===== config.mk =====
export PLATFORM = sky130hd
export DESIGN_NAME = isr_status_regs
export DESIGN_NICKNAME = d
export VERILOG_FILES = /design/src/isr_evt_bits.v /design/src/isr_status_regs.v
export VERILOG_INCLUDE_DIRS = /design/src
export SDC_FILE = /design/constraint.sdc
export NUM_CORES = 1
export LEC_CHECK = 0
export BUFFER_PORTS_ARGS = -buffer_cell sky130_fd_sc_hd__buf_2
export CORE_MARGIN = 4
export CORE_UTILIZATION = 45
export DETAILED_ROUTE_END_ITERATION = 16
export PLACE_DENSITY = 0.8
export SYNTH_ARGS = -nofsm -noshare
export SYNTH_HDL_FRONTEND = slang
export SYNTH_SLANG_ARGS = --single-unit

===== constraint.sdc =====
create_clock -name mclk -period 1.8 [get_ports mclk]
set_clock_uncertainty 0.2 [all_clocks]
set_input_delay 0.54 -clock mclk [delete_from_list [all_inputs] [get_ports mclk]]
set_output_delay 0.54 -clock mclk [all_outputs]
set_load 0.1 [all_outputs]

===== src/isr_defs.vh =====
// constants for the status and event register bank
`ifndef ISR_DEFS_VH
`define ISR_DEFS_VH

// register selects on the command port
`define ISR_SEL_QPOW_COND   4'h0
`define ISR_SEL_QPOW_EVT    4'h1
`define ISR_SEL_QCAL_COND   4'h2
`define ISR_SEL_QCAL_EVT    4'h3
`define ISR_SEL_STD_EVT     4'h4
`define ISR_SEL_STD_ENA     4'h5
`define ISR_SEL_OPER_COND   4'h6
`define ISR_SEL_OPER_EVT    4'h7
`define ISR_SEL_OPER_ENA    4'h8

// questionable power status bits
`define ISR_QPOW_CORRUPT    1
`define ISR_QPOW_ZERO_STALE 5
`define ISR_QPOW_MASK       16'h0022

// questionable calibration status bits
`define ISR_QCAL_ZERO_FAIL  1
`define ISR_QCAL_MASK       16'h0002

// standard event status bits
`define ISR_STD_OPC         0
`define ISR_STD_QUERY_ERR   2
`define ISR_STD_DEV_ERR     3
`define ISR_STD_EXEC_ERR    4
`define ISR_STD_CMD_ERR     5
`define ISR_STD_USER_REQ    6
`define ISR_STD_POWER_ON    7
`define ISR_STD_MASK        16'h00FD
`define ISR_STD_RESET       16'h0080
`define ISR_STD_ENA_MASK    16'h00FF

// operation status bits
`define ISR_OPER_CALIB      0
`define ISR_OPER_MEAS       4
`define ISR_OPER_TRIG       5
`define ISR_OPER_MASK       16'h0031

// error number ranges, signed 16 bit
`define ISR_DEV_ERR_LO      16'hFE71
`define ISR_DEV_ERR_HI      16'hFED4
`define ISR_EXEC_ERR_LO     16'hFED4
`define ISR_EXEC_ERR_HI     16'hFF38
`define ISR_CMD_ERR_LO      16'hFF38
`define ISR_CMD_ERR_HI      16'hFF9C

`endif


===== src/isr_evt_bits.v =====
// condition and event pair with read-to-clear event latch
`timescale 1ns/1ps
`default_nettype none

module isr_evt_bits #(
  parameter [15:0] MASK = 16'hFFFF,
  parameter [15:0] RST  = 16'h0000
) (
  input  wire        mclk,     // system clock
  input  wire        nrst,     // async reset, active low
  input  wire [15:0] cond,     // live condition levels
  input  wire [15:0] setPulse, // direct event set pulses
  input  wire        rdClr,    // event part read this cycle
  output reg  [15:0] condQ,    // registered condition part
  output reg  [15:0] evtQ      // latched event part
);

  wire [15:0] rise;
  wire [15:0] setBits;

  // a rising condition counts as an occurrence
  assign rise    = cond & ~condQ;
  assign setBits = (rise | setPulse) & MASK;

  always @(posedge mclk or negedge nrst)
  begin
    if (!nrst)
    begin
      condQ <= 16'h0000;
      evtQ  <= RST & MASK;
    end
    else
    begin
      condQ <= cond & MASK;
      // set wins over the read clear so no event is lost
      if (rdClr)
        evtQ <= setBits;
      else
        evtQ <= evtQ | setBits;
    end
  end

endmodule

`default_nettype wire


===== src/isr_status_regs.v =====
// status and event register bank with command-port access
`timescale 1ns/1ps
`default_nettype none
`include "isr_defs.vh"

// Summary of operation
// RL1: set questionable power bit 1 while measurement data is corrupt.
// RL2: set questionable power bit 5 when zero correction is stale.
// RL3: questionable calibration has condition and event parts for zero validity.
// RL4: set questionable calibration bit 1 when zeroing failed.
// RL5: standard event register is event type, returned on its query.
// RL6: standard event enable register is writable and readable by controller.
// RL7: after operation-complete command, set bit 0 once prior commands finish.
// RL8: set bit 2 on read without query or commands before response collected.
// RL9: device error sets bit 3 and queues -300..-399 or positive number; not queued if a command or execution error comes in the same cycle.
// RL10: execution error sets bit 4 and queues number in -200..-300; nothing is queued for it if a command error comes in the same cycle.
// RL11: command error sets bit 5 and queues number in -100..-200.
// RL12: set bit 6 when control switches to manual operation.
// RL13: set bit 7 at power on.
// RL14: operation condition shows current activity, event records since last read.
// RL15: operation bit 0 set while calibrating.
// RL16: operation bit 4 set while measuring.
// RL17: operation bit 5 set while waiting for trigger.
// RL18: status byte bit 7 set when an enabled operation event is set.
// RL19: unused bits read zero and ignore writes; bit 1 of the standard event enable register still takes writes and reads back.
// RL20: event bits stay latched until their register is read, read clears.
module isr_status_regs (
  input  wire        mclk,         // system clock, 250 MHz
  input  wire        nrst,         // async reset, active low
  // command port from the text parser
  input  wire        acsValid,     // access request strobe
  input  wire        acsWrite,     // 1 write, 0 read
  input  wire [3:0]  acsSel,       // register select
  input  wire [15:0] acsWrData,    // write data
  output reg  [15:0] rdData_q,     // read data
  output reg         rdValid_q,    // read data valid pulse
  // status sources from the measurement logic
  input  wire        dataCorrupt,  // measurement data corrupt
  input  wire        zeroStale,    // zero correction no longer valid
  input  wire        zeroFail,     // last zeroing did not succeed
  input  wire        calibrating,  // calibration in progress
  input  wire        measuring,    // measurement in progress
  input  wire        waitTrig,     // waiting for trigger event
  // standard event sources
  input  wire        opcCmd,       // operation-complete command received
  input  wire        allDone,      // all earlier commands executed
  input  wire        readNoQuery,  // read attempted with no query sent
  input  wire        cmdOverrun,   // new command before response collected
  input  wire        devErr,       // device-dependent error pulse
  input  wire        execErr,      // execution error pulse
  input  wire        cmdErr,       // command error pulse
  input  wire [15:0] errNum,       // error number offered with the pulse
  input  wire        userReq,      // switched over to manual control
  // error queue feed and summaries
  output reg         errPush_q,    // push pulse toward the error queue
  output reg  [15:0] errCode_q,    // error number to queue
  output reg         operSum_q,    // status byte bit 7
  output reg         stdSum_q      // enabled standard event summary
);

  ////////////////////////////////////////////////////////////////////////////
  // helpers

  // signed range test, lo inclusive, hi exclusive
  function inRange;
    input [15:0] num;
    input [15:0] lo;
    input [15:0] hi;
    begin
      inRange = ($signed(num) >= $signed(lo)) && ($signed(num) < $signed(hi));
    end
  endfunction

  function [15:0] selRead;
    input [3:0] sel;
    input [3:0] want;
    input [15:0] val;
    begin
      selRead = (sel == want) ? val : 16'h0000;
    end
  endfunction

  ////////////////////////////////////////////////////////////////////////////
  // access decode

  wire        rdStb;
  wire        wrStb;
  wire        rdQpowEvt;
  wire        rdQcalEvt;
  wire        rdStdEvt;
  wire        rdOperEvt;

  assign rdStb     = acsValid & ~acsWrite;
  assign wrStb     = acsValid & acsWrite;
  assign rdQpowEvt = rdStb & (acsSel == `ISR_SEL_QPOW_EVT);
  assign rdQcalEvt = rdStb & (acsSel == `ISR_SEL_QCAL_EVT);
  assign rdStdEvt  = rdStb & (acsSel == `ISR_SEL_STD_EVT);
  assign rdOperEvt = rdStb & (acsSel == `ISR_SEL_OPER_EVT);

  ////////////////////////////////////////////////////////////////////////////
  // questionable power and calibration

  wire [15:0] qpowCondIn;
  wire [15:0] qcalCondIn;
  wire [15:0] qpowCond;
  wire [15:0] qpowEvt;
  wire [15:0] qcalCond;
  wire [15:0] qcalEvt;

  assign qpowCondIn = ({15'h0000, dataCorrupt} << `ISR_QPOW_CORRUPT)  // [RL1]
                    | ({15'h0000, zeroStale} << `ISR_QPOW_ZERO_STALE); // [RL2]
  assign qcalCondIn = {15'h0000, zeroFail} << `ISR_QCAL_ZERO_FAIL;      // [RL4]

  isr_evt_bits #(
    .MASK (`ISR_QPOW_MASK),
    .RST  (16'h0000)
  ) uQpow (
    .mclk     (mclk),
    .nrst     (nrst),
    .cond     (qpowCondIn),
    .setPulse (16'h0000),
    .rdClr    (rdQpowEvt),
    .condQ    (qpowCond),
    .evtQ     (qpowEvt)
  );

  // both parts follow the zero validity  [RL3]
  isr_evt_bits #(
    .MASK (`ISR_QCAL_MASK),
    .RST  (16'h0000)
  ) uQcal (
    .mclk     (mclk),
    .nrst     (nrst),
    .cond     (qcalCondIn),
    .setPulse (16'h0000),
    .rdClr    (rdQcalEvt),
    .condQ    (qcalCond),
    .evtQ     (qcalEvt)
  );

  ////////////////////////////////////////////////////////////////////////////
  // operation-complete tracking

  reg opcPend_q;
  reg opcPend_d;
  reg opcFire;

  // the command may be completed in the very cycle it arrives
  always @*
  begin
    opcFire   = 1'b0;
    opcPend_d = opcPend_q;
    if ((opcPend_q | opcCmd) & allDone)
    begin
      opcFire   = 1'b1;                                    // [RL7]
      opcPend_d = 1'b0;
    end
    else if (opcCmd)
      opcPend_d = 1'b1;
  end

  always @(posedge mclk or negedge nrst)
  begin
    if (!nrst)
      opcPend_q <= 1'b0;
    else
      opcPend_q <= opcPend_d;
  end

  ////////////////////////////////////////////////////////////////////////////
  // standard event status

  wire [15:0] stdSet;
  wire [15:0] stdEvt;

  assign stdSet = ({15'h0000, opcFire} << `ISR_STD_OPC)                        // [RL7]
                | ({15'h0000, readNoQuery | cmdOverrun} << `ISR_STD_QUERY_ERR) // [RL8]
                | ({15'h0000, devErr} << `ISR_STD_DEV_ERR)                     // [RL9]
                | ({15'h0000, execErr} << `ISR_STD_EXEC_ERR)                   // [RL10]
                | ({15'h0000, cmdErr} << `ISR_STD_CMD_ERR)                     // [RL11]
                | ({15'h0000, userReq} << `ISR_STD_USER_REQ);                  // [RL12]

  // reset value carries the power-on bit  [RL13]
  isr_evt_bits #(
    .MASK (`ISR_STD_MASK),
    .RST  (`ISR_STD_RESET)
  ) uStd (
    .mclk     (mclk),
    .nrst     (nrst),
    .cond     (16'h0000),
    .setPulse (stdSet),
    .rdClr    (rdStdEvt),                                 // [RL5]
    .condQ    (),
    .evtQ     (stdEvt)
  );

  ////////////////////////////////////////////////////////////////////////////
  // operation status

  wire [15:0] operCondIn;
  wire [15:0] operCond;
  wire [15:0] operEvt;

  assign operCondIn = ({15'h0000, calibrating} << `ISR_OPER_CALIB) // [RL15]
                    | ({15'h0000, measuring} << `ISR_OPER_MEAS)    // [RL16]
                    | ({15'h0000, waitTrig} << `ISR_OPER_TRIG);    // [RL17]

  // condition tracks activity, event holds starts since last read  [RL14]
  isr_evt_bits #(
    .MASK (`ISR_OPER_MASK),
    .RST  (16'h0000)
  ) uOper (
    .mclk     (mclk),
    .nrst     (nrst),
    .cond     (operCondIn),
    .setPulse (16'h0000),
    .rdClr    (rdOperEvt),                                // [RL20]
    .condQ    (operCond),
    .evtQ     (operEvt)
  );

  ////////////////////////////////////////////////////////////////////////////
  // enable registers

  reg [15:0] stdEna_q;
  reg [15:0] operEna_q;

  always @(posedge mclk or negedge nrst)
  begin
    if (!nrst)
    begin
      stdEna_q  <= 16'h0000;
      operEna_q <= 16'h0000;
    end
    else if (wrStb)
    begin
      if (acsSel == `ISR_SEL_STD_ENA)
        stdEna_q <= acsWrData & `ISR_STD_ENA_MASK;        // [RL6] [RL19]
      if (acsSel == `ISR_SEL_OPER_ENA)
        operEna_q <= acsWrData & `ISR_OPER_MASK;          // [RL19]
    end
  end

  ////////////////////////////////////////////////////////////////////////////
  // summaries

  // registered so the status byte sees a clean level
  always @(posedge mclk or negedge nrst)
  begin
    if (!nrst)
    begin
      operSum_q <= 1'b0;
      stdSum_q  <= 1'b0;
    end
    else
    begin
      operSum_q <= |(operEvt & operEna_q);                 // [RL18]
      stdSum_q  <= |(stdEvt & stdEna_q);
    end
  end

  ////////////////////////////////////////////////////////////////////////////
  // error queue feed

  reg        errPush_d;
  reg [15:0] errCode_d;

  // one entry per cycle: command error outranks execution, execution
  // outranks device; a number outside the class range is replaced by
  // the exclusive top of that class range: -100, -200 or -300
  always @*
  begin
    errPush_d = 1'b0;
    errCode_d = 16'h0000;
    if (cmdErr)
    begin
      errPush_d = 1'b1;
      if (inRange(errNum, `ISR_CMD_ERR_LO, `ISR_CMD_ERR_HI))       // [RL11]
        errCode_d = errNum;
      else
        errCode_d = `ISR_CMD_ERR_HI;
    end
    else if (execErr)
    begin
      errPush_d = 1'b1;
      if (inRange(errNum, `ISR_EXEC_ERR_LO, `ISR_EXEC_ERR_HI))     // [RL10]
        errCode_d = errNum;
      else
        errCode_d = `ISR_EXEC_ERR_HI;
    end
    else if (devErr)
    begin
      errPush_d = 1'b1;
      if (inRange(errNum, `ISR_DEV_ERR_LO, `ISR_DEV_ERR_HI)
          || ($signed(errNum) > $signed(16'h0000)))                 // [RL9]
        errCode_d = errNum;
      else
        errCode_d = `ISR_DEV_ERR_HI;
    end
  end

  always @(posedge mclk or negedge nrst)
  begin
    if (!nrst)
    begin
      errPush_q <= 1'b0;
      errCode_q <= 16'h0000;
    end
    else
    begin
      errPush_q <= errPush_d;
      errCode_q <= errCode_d;
    end
  end

  ////////////////////////////////////////////////////////////////////////////
  // read path

  reg [15:0] rdMux;

  // unmapped selects read zero; masked parts keep unused bits at zero
  always @*
  begin
    rdMux = selRead(acsSel, `ISR_SEL_QPOW_COND, qpowCond)
          | selRead(acsSel, `ISR_SEL_QPOW_EVT,  qpowEvt)
          | selRead(acsSel, `ISR_SEL_QCAL_COND, qcalCond)
          | selRead(acsSel, `ISR_SEL_QCAL_EVT,  qcalEvt)
          | selRead(acsSel, `ISR_SEL_STD_EVT,   stdEvt)           // [RL5]
          | selRead(acsSel, `ISR_SEL_STD_ENA,   stdEna_q)         // [RL6]
          | selRead(acsSel, `ISR_SEL_OPER_COND, operCond)
          | selRead(acsSel, `ISR_SEL_OPER_EVT,  operEvt)
          | selRead(acsSel, `ISR_SEL_OPER_ENA,  operEna_q);       // [RL19]
  end

  always @(posedge mclk or negedge nrst)
  begin
    if (!nrst)
    begin
      rdData_q  <= 16'h0000;
      rdValid_q <= 1'b0;
    end
    else
    begin
      rdValid_q <= rdStb;
      if (rdStb)
        rdData_q <= rdMux;
    end
  end

endmodule

`default_nettype wire


==> flow_summary.ini, run 1 <==
[timing]
min_period_over_period = 1.04
report.final.slew_viol_count = 0
fin_crit_ns = 1.87
finalSetupTns_ns = -0.949
rsz0062_at_grt = true
finalSetupViolCount = 18
hold_violations = 0
timing.fmax_mhz = 533
worstMarginPinSlew_ns = 0.420
layout_setup_ws_ns = -0.0746
relSlewSlack = 0.720

[place]
dp_hpwl_mm = 5.78
portBuffers = 81
place_inst = 423
placedInstanceArea_um2 = 4020
gp_congestion = 0.869

[pwr]
switching_share = 0.304
netSwitchingPower_uw = 1270
seqPwrFrac = 0.376
p_int_uw = 2910
clkPwrFrac = 0.358
p_comb_frac = 0.265
power_density_nw_per_um2 = 941
max-vdd-ir-drop_mv = 0.601
leakage_uw = 0.00199

[synth]
yosysUniqueCellTypes = 58
ys_seq_elements = 60
ys_async_sr_fraction = 1.00
seq_area_frac_synth = 0.547
synth.avg_cell_area_um2 = 11.1
synth.cell_area_um2 = 2750
synth_warnings = 0
synth_edf_count = 0
syn-num-nets = 301
ys.flop_type = dfrtp_1
synth_cells = 247

[floorplanning]
core_um2 = 5920
start_util = 0.464
rows = 28
die_area_um2 = 7420
io_pins = 90
chipHeight_um = 86.1
die_width_um = 86.1

[layout]
drive_gt1_frac = 0.489
nets = 417
fin_area_um2 = 4440
multi_input_area_um2 = 1230
antenna_cells = 0
final_cells = 443
fillers = 378
syn_to_final_growth_pct = 61.5
regArea_um2 = 1510

[critical_path]
critPathSlowestCell = dfrtp_4
worstPathMaxFanout = 9
worstPathRequired_ns = 1.06
crit_path_max_incr_delay_ns = 0.59
arrival_ns = 1.13
worstSetupEndpointType = output pin
crit_chain = buf_12
cp-start-kind = register
crit_family = flip-flops
critPathKind = register to output pin
crit_buf_inv = 1

[cts]
clock_path_buffers = 2
cts_buffers = 9
cts_root_buf = clkbuf_8
clk_pin_slew_ns = 0.06
htree_levels = 3
cts_tree = built
cts.sinks = 60
clkLatencyLatePin_ns = 0.33

[detailed_routing]
viasPerCell = 5.49
dr_wl_met2_mm = 4.09
route.met3.wl_um = 557
drt-met1-wl_mm = 2.76
first_iter_violations = 129
dr.pass1.iters = 4
dr_total_vias = 2432
top_layer = met4
wl_per_cell_um = 16.9
antenna_left = 0
post-route-drc-count = 0
wl_mm = 7.51

[run_status]
status = finished, violations left
violations = negative setup slack

[global_route]
grt_usage = 0.217
antenna_found_initial = 0
grt_max_degree = 34
grt_pass1_vias = 2588
grt_pass1_wl_mm = 12.4
grt-ovfl-total = 0

[min_path]
hold_path.class = input port to register

[job]
max-cap-violations = 0
==> timing repair <==
| item | CTS | global route |
|---|---|---|
| endpoints found under the hold margin | 15 | 0 |
| setup buffers | 2 | 0 |
| gates resized for setup | 15 | 20 |
| setup endpoints to repair | 18 | 23 |
| pin swaps | 11 | 9 |
| hold buffers | 1 | 0 |
| cloned | 1 | 0 |
==> synth_stat cells (all sizes together), types with 3 or more instances <==
cell type,number,area share
dfrtp,59,0.54
nor4,3,0.012
nand3,6,0.013
o21ai,23,0.042
nand2,27,0.037
a221oi,5,0.016
inv,12,0.016
a211o,4,0.013
mux2,13,0.053
a21oi,5,0.0091
buf,13,0.035
clkbuf,5,0.0068
nand4,3,0.0068
nor3,5,0.011
nor2,17,0.023
a222oi,3,0.011
mux4,3,0.025
==> placed cells by master, fill, tap and decap left out, types with 5 or more instances in the layout <==
| master | n |
|---|---|
| dfrtp_1 | 58 |
| buf_4 | 41 |
| buf_2 | 35 |
| buf_12 | 34 |
| nand2_1 | 27 |
| nor2_1 | 17 |
| o21ai_0 | 14 |
| inv_1 | 11 |
| clkbuf_8 | 11 |
| mux2_4 | 8 |
| o21ai_1 | 7 |
| buf_6 | 6 |
| a221oi_1 | 5 |
| mux2_2 | 5 |
==> layout make-up <==
| class | instances | area share |
|---|---|---|
| Clock buffer | 12 | 0.0350 |
| Clock inverter | 4 | 0.0214 |
| Inverter | 12 | 0.0101 |
| Multi-Input combinational cell | 157 | 0.278 |
| Sequential cell | 60 | 0.339 |
| Tap cell | 75 | 0.0211 |
| Timing Repair Buffer | 123 | 0.295 |
==> worst paths after layout <==
check                                    start             end  slack, ns  cells after the start
worst max-delay path              rdData_q[14]     rdData_q[9]      -0.07                      1
worst min-delay path                 measuring  uOper.condQ[4]       0.12                      1
worst max register to register   uOper.evtQ[5]     rdData_q[5]       0.26                      5
worst min register to register  uQpow.condQ[5]   uQpow.evtQ[5]       0.27                      1
max in group asynchronous                 nrst       errPush_q       0.40                      3
min in group asynchronous                 nrst     stdEna_q[1]       0.49                      2
==> sequential cells by signal, indices dropped and copies added, names as in the netlist, 2 cells and up <==
name and cells:
uQpow.condQ 2, uQpow.evtQ 2, uOper.condQ 3, uStd.evtQ 7, operEna_q 3, uOper.evtQ 3
errCode_q 16, stdEna_q 8, rdData_q 9
==> power by group through the flow <==
| stage | Combinational, uW | Sequential (uW) | Clock (uW) |
|---|---|---|---|
| CTS | 1100 | 1570 | 1520 |
| global placement | 1050 | 1590 | 0 |
| floorplan | 251 | 1950 | 0 |
| detailed placement | 1070 | 1590 | 0 |
| finish | 1110 | 1570 | 1500 |
| global route | 1160 | 1580 | 1590 |
==> through the flow <==
stage | setup WS, ns | hold WS, ns | power [uW] | utilization
3_3_place_gp | -0.402 | 0.235 | 2630 | 0.679
5_1_grt | -0.120 | 0.102 | 4340 | 0.750
2_1_floorplan | -0.177 | 0.0444 | 2200 | -
3_5_place_dp | -0.458 | 0.258 | 2660 | 0.679
4_1_cts | -0.0909 | 0.104 | 4190 | 0.736
6_report | -0.0746 | 0.125 | 4180 | 0.750
==> logic make-up (layout without fill, tap and decap cells) <==
family,count (synthesis),in the layout,share of synthesized area
compound gates,63,63,0.165
buf+inv,30,151,0.0578
flops,60,60,0.547
mux,16,16,0.0779
simple gates,78,78,0.152
==> metal layers <==
metal	track usage	vias to the layer above
li1	-	1131
met1	0.240	1187
met2	0.381	102
met3	0.0749	12
met4	0.0849	0
met5	0	-
Power figures use the tool's default switching activity.
==> run 2: changes to the inputs <==
--- a/config.mk
+++ b/config.mk
@@ -6,7 +6,7 @@
 export SDC_FILE = /design/constraint.sdc
 export NUM_CORES = 1
 export LEC_CHECK = 0
-export BUFFER_PORTS_ARGS = -buffer_cell sky130_fd_sc_hd__buf_2
+export BUFFER_PORTS_ARGS = -buffer_cell sky130_fd_sc_hd__buf_4
 export CORE_MARGIN = 4
 export CORE_UTILIZATION = 45
 export DETAILED_ROUTE_END_ITERATION = 16
==> flow_summary.ini, run 2 (synthesized netlist as in run 1, its figures left out) <==
[run_status]
status = finished, violations left
violations = negative setup slack

[timing]
layout_setup_ws_ns = -0.0446
fin_crit_ns = 1.84
timing.fmax_mhz = 542
min_period_over_period = 1.02
finalSetupTns_ns = -0.275
report.final.slew_viol_count = 0
hold_violations = 0
finalSetupViolCount = 16
relSlewSlack = 0.787
worstMarginPinSlew_ns = 0.320
rsz0062_at_grt = true

[min_path]
min_path_cells = 1
hold_end = uOper.condQ[0]
hp-start = calibrating
hold_path.class = input port to register

[floorplanning]
chipHeight_um = 86.1
core_um2 = 5920
rows = 28
io_pins = 90
die_width_um = 86.1
die_area_um2 = 7420
start_util = 0.464

[pwr]
switching_share = 0.330
leakage_uw = 0.00185
p_comb_frac = 0.276
max-vdd-ir-drop_mv = 0.563
clkPwrFrac = 0.298
netSwitchingPower_uw = 1200
p_int_uw = 2430
power.total_uw = 3630
seqPwrFrac = 0.426
power_density_nw_per_um2 = 891

[cts]
clock_path_buffers = 2
cts.sinks = 60
cts_root_buf = clkbuf_8
cts_tree = built
clk_pin_slew_ns = 0.06
clkLatencyLatePin_ns = 0.32
cts_buffers = 9
htree_levels = 3

[layout]
final_cell_mix = buf_4 (105), dfrtp_1 (58), nand2_1 (27)
antenna_cells = 0
layout_commonest_cell = buf_4
drive_gt1_frac = 0.482
final_cells = 444
syn_to_final_growth_pct = 48.1
top_regs = errCode_q (16), rdData_q (9), stdEna_q (8)
largest_register_ffs = 16
regMostFlops = errCode_q
utilization = 0.687
nets = 418

[global_route]
antenna_found_initial = 0
grt_usage = 0.200
grt_pass1_vias = 2443
grt-ovfl-total = 0
grt_pass1_wl_mm = 11.5
grt_max_degree = 28

[job]
max-cap-violations = 0

[critical_path]
cp-start-kind = input port
arrival_ns = 1.85
r2r-start = uOper.evtQ[5]
worstSetupEndpointType = register
r2r_slack_ns = 0.22
critPathKind = input port to register
r2r-end = rdData_q[5]
worstPathMaxFanout = 5
worstPathRequired_ns = 1.81
r2r_cells = 5

[detailed_routing]
dr_total_vias = 2394
first_iter_violations = 123
antenna_left = 0
dr.pass1.iters = 4
wl_mm = 7.10
post-route-drc-count = 0
viasPerCell = 5.39
wl_per_cell_um = 16.0

[place]
place_inst = 423
gp_congestion = 0.908
dp_hpwl_mm = 5.45
portBuffers = 81
pre_cts_slack_ns = -0.427
## run 2: changes by cell type in the layout (fill, tap and decap cells not counted), sizes merged
cell,change
bufinv,-3
buf,+4
## run 2: final cells by class
cell class / count / area (um^2)
inverters: 12 / 45.0
fillers: 462 / 1850
clock inverters: 1 / 5.00
clock buffers: 15 / 176
multi-input cells: 157 / 1210
well taps: 75 / 93.8
repair buffers: 124 / 1030
flip-flops and latches: 60 / 1510
## run 2: metrics by stage
stage / area [um^2] / hold slack (ns)
final: 4070 / 0.129
after global placement: 3720 / 0.222
after global routing: 4070 / 0.105
after CTS: 3980 / 0.109
after detailed placement: 3720 / 0.229
after floorplan: 2860 / 0.0444
## run 2: worst max-delay path by stage
stage | startpoint | slack (ns) | depth (start not counted) | end
5_1_grt | errNum[9] | -0.08 | 6 | errCode_q[3]
2_1_floorplan | errNum[7] | -0.18 | 6 | errCode_q[5]
4_1_cts | errNum[1] | -0.06 | 7 | errCode_q[6]
3_3_place_gp | errNum[4] | -0.43 | 7 | errCode_q[3]
6_report | errNum[2] | -0.04 | 6 | errCode_q[5]
3_5_place_dp | errNum[2] | -0.43 | 6 | errCode_q[5]
## run 2: critical path, stage by stage
cell and delay [ns]:
buf_8 0.10, nor4_4 0.32, a41oi_2 0.20, a41oi_4 0.32, nor3b_2 0.08, o32a_1 0.29
## run 2: power by group through the flow
stage          Combinational, uW  Clock (uW)  Sequential (uW)
2_1_floorplan                251           0             1950
4_1_cts                      994        1120             1540
3_5_place_dp                 975           0             1570
5_1_grt                     1050        1170             1560
3_3_place_gp                 962           0             1560
6_report                    1000        1080             1540
## run 2: repair_timing
item	4_1_cts	5_1_grt
setup buffers	1	3
resized for setup	15	14
endpoints found under the hold margin	16	0
pin swaps	10	6
hold buffers	1	0
setup endpoints to repair	16	23
## run 2: layer usage
layer,up-vias,share of wire,GRT usage
met1,1160,0.40,0.237
met2,91,0.52,0.357
met4,0,0.013,0.0518
met5,-,0,0
li1,1134,-,-
met3,9,0.070,0.0538
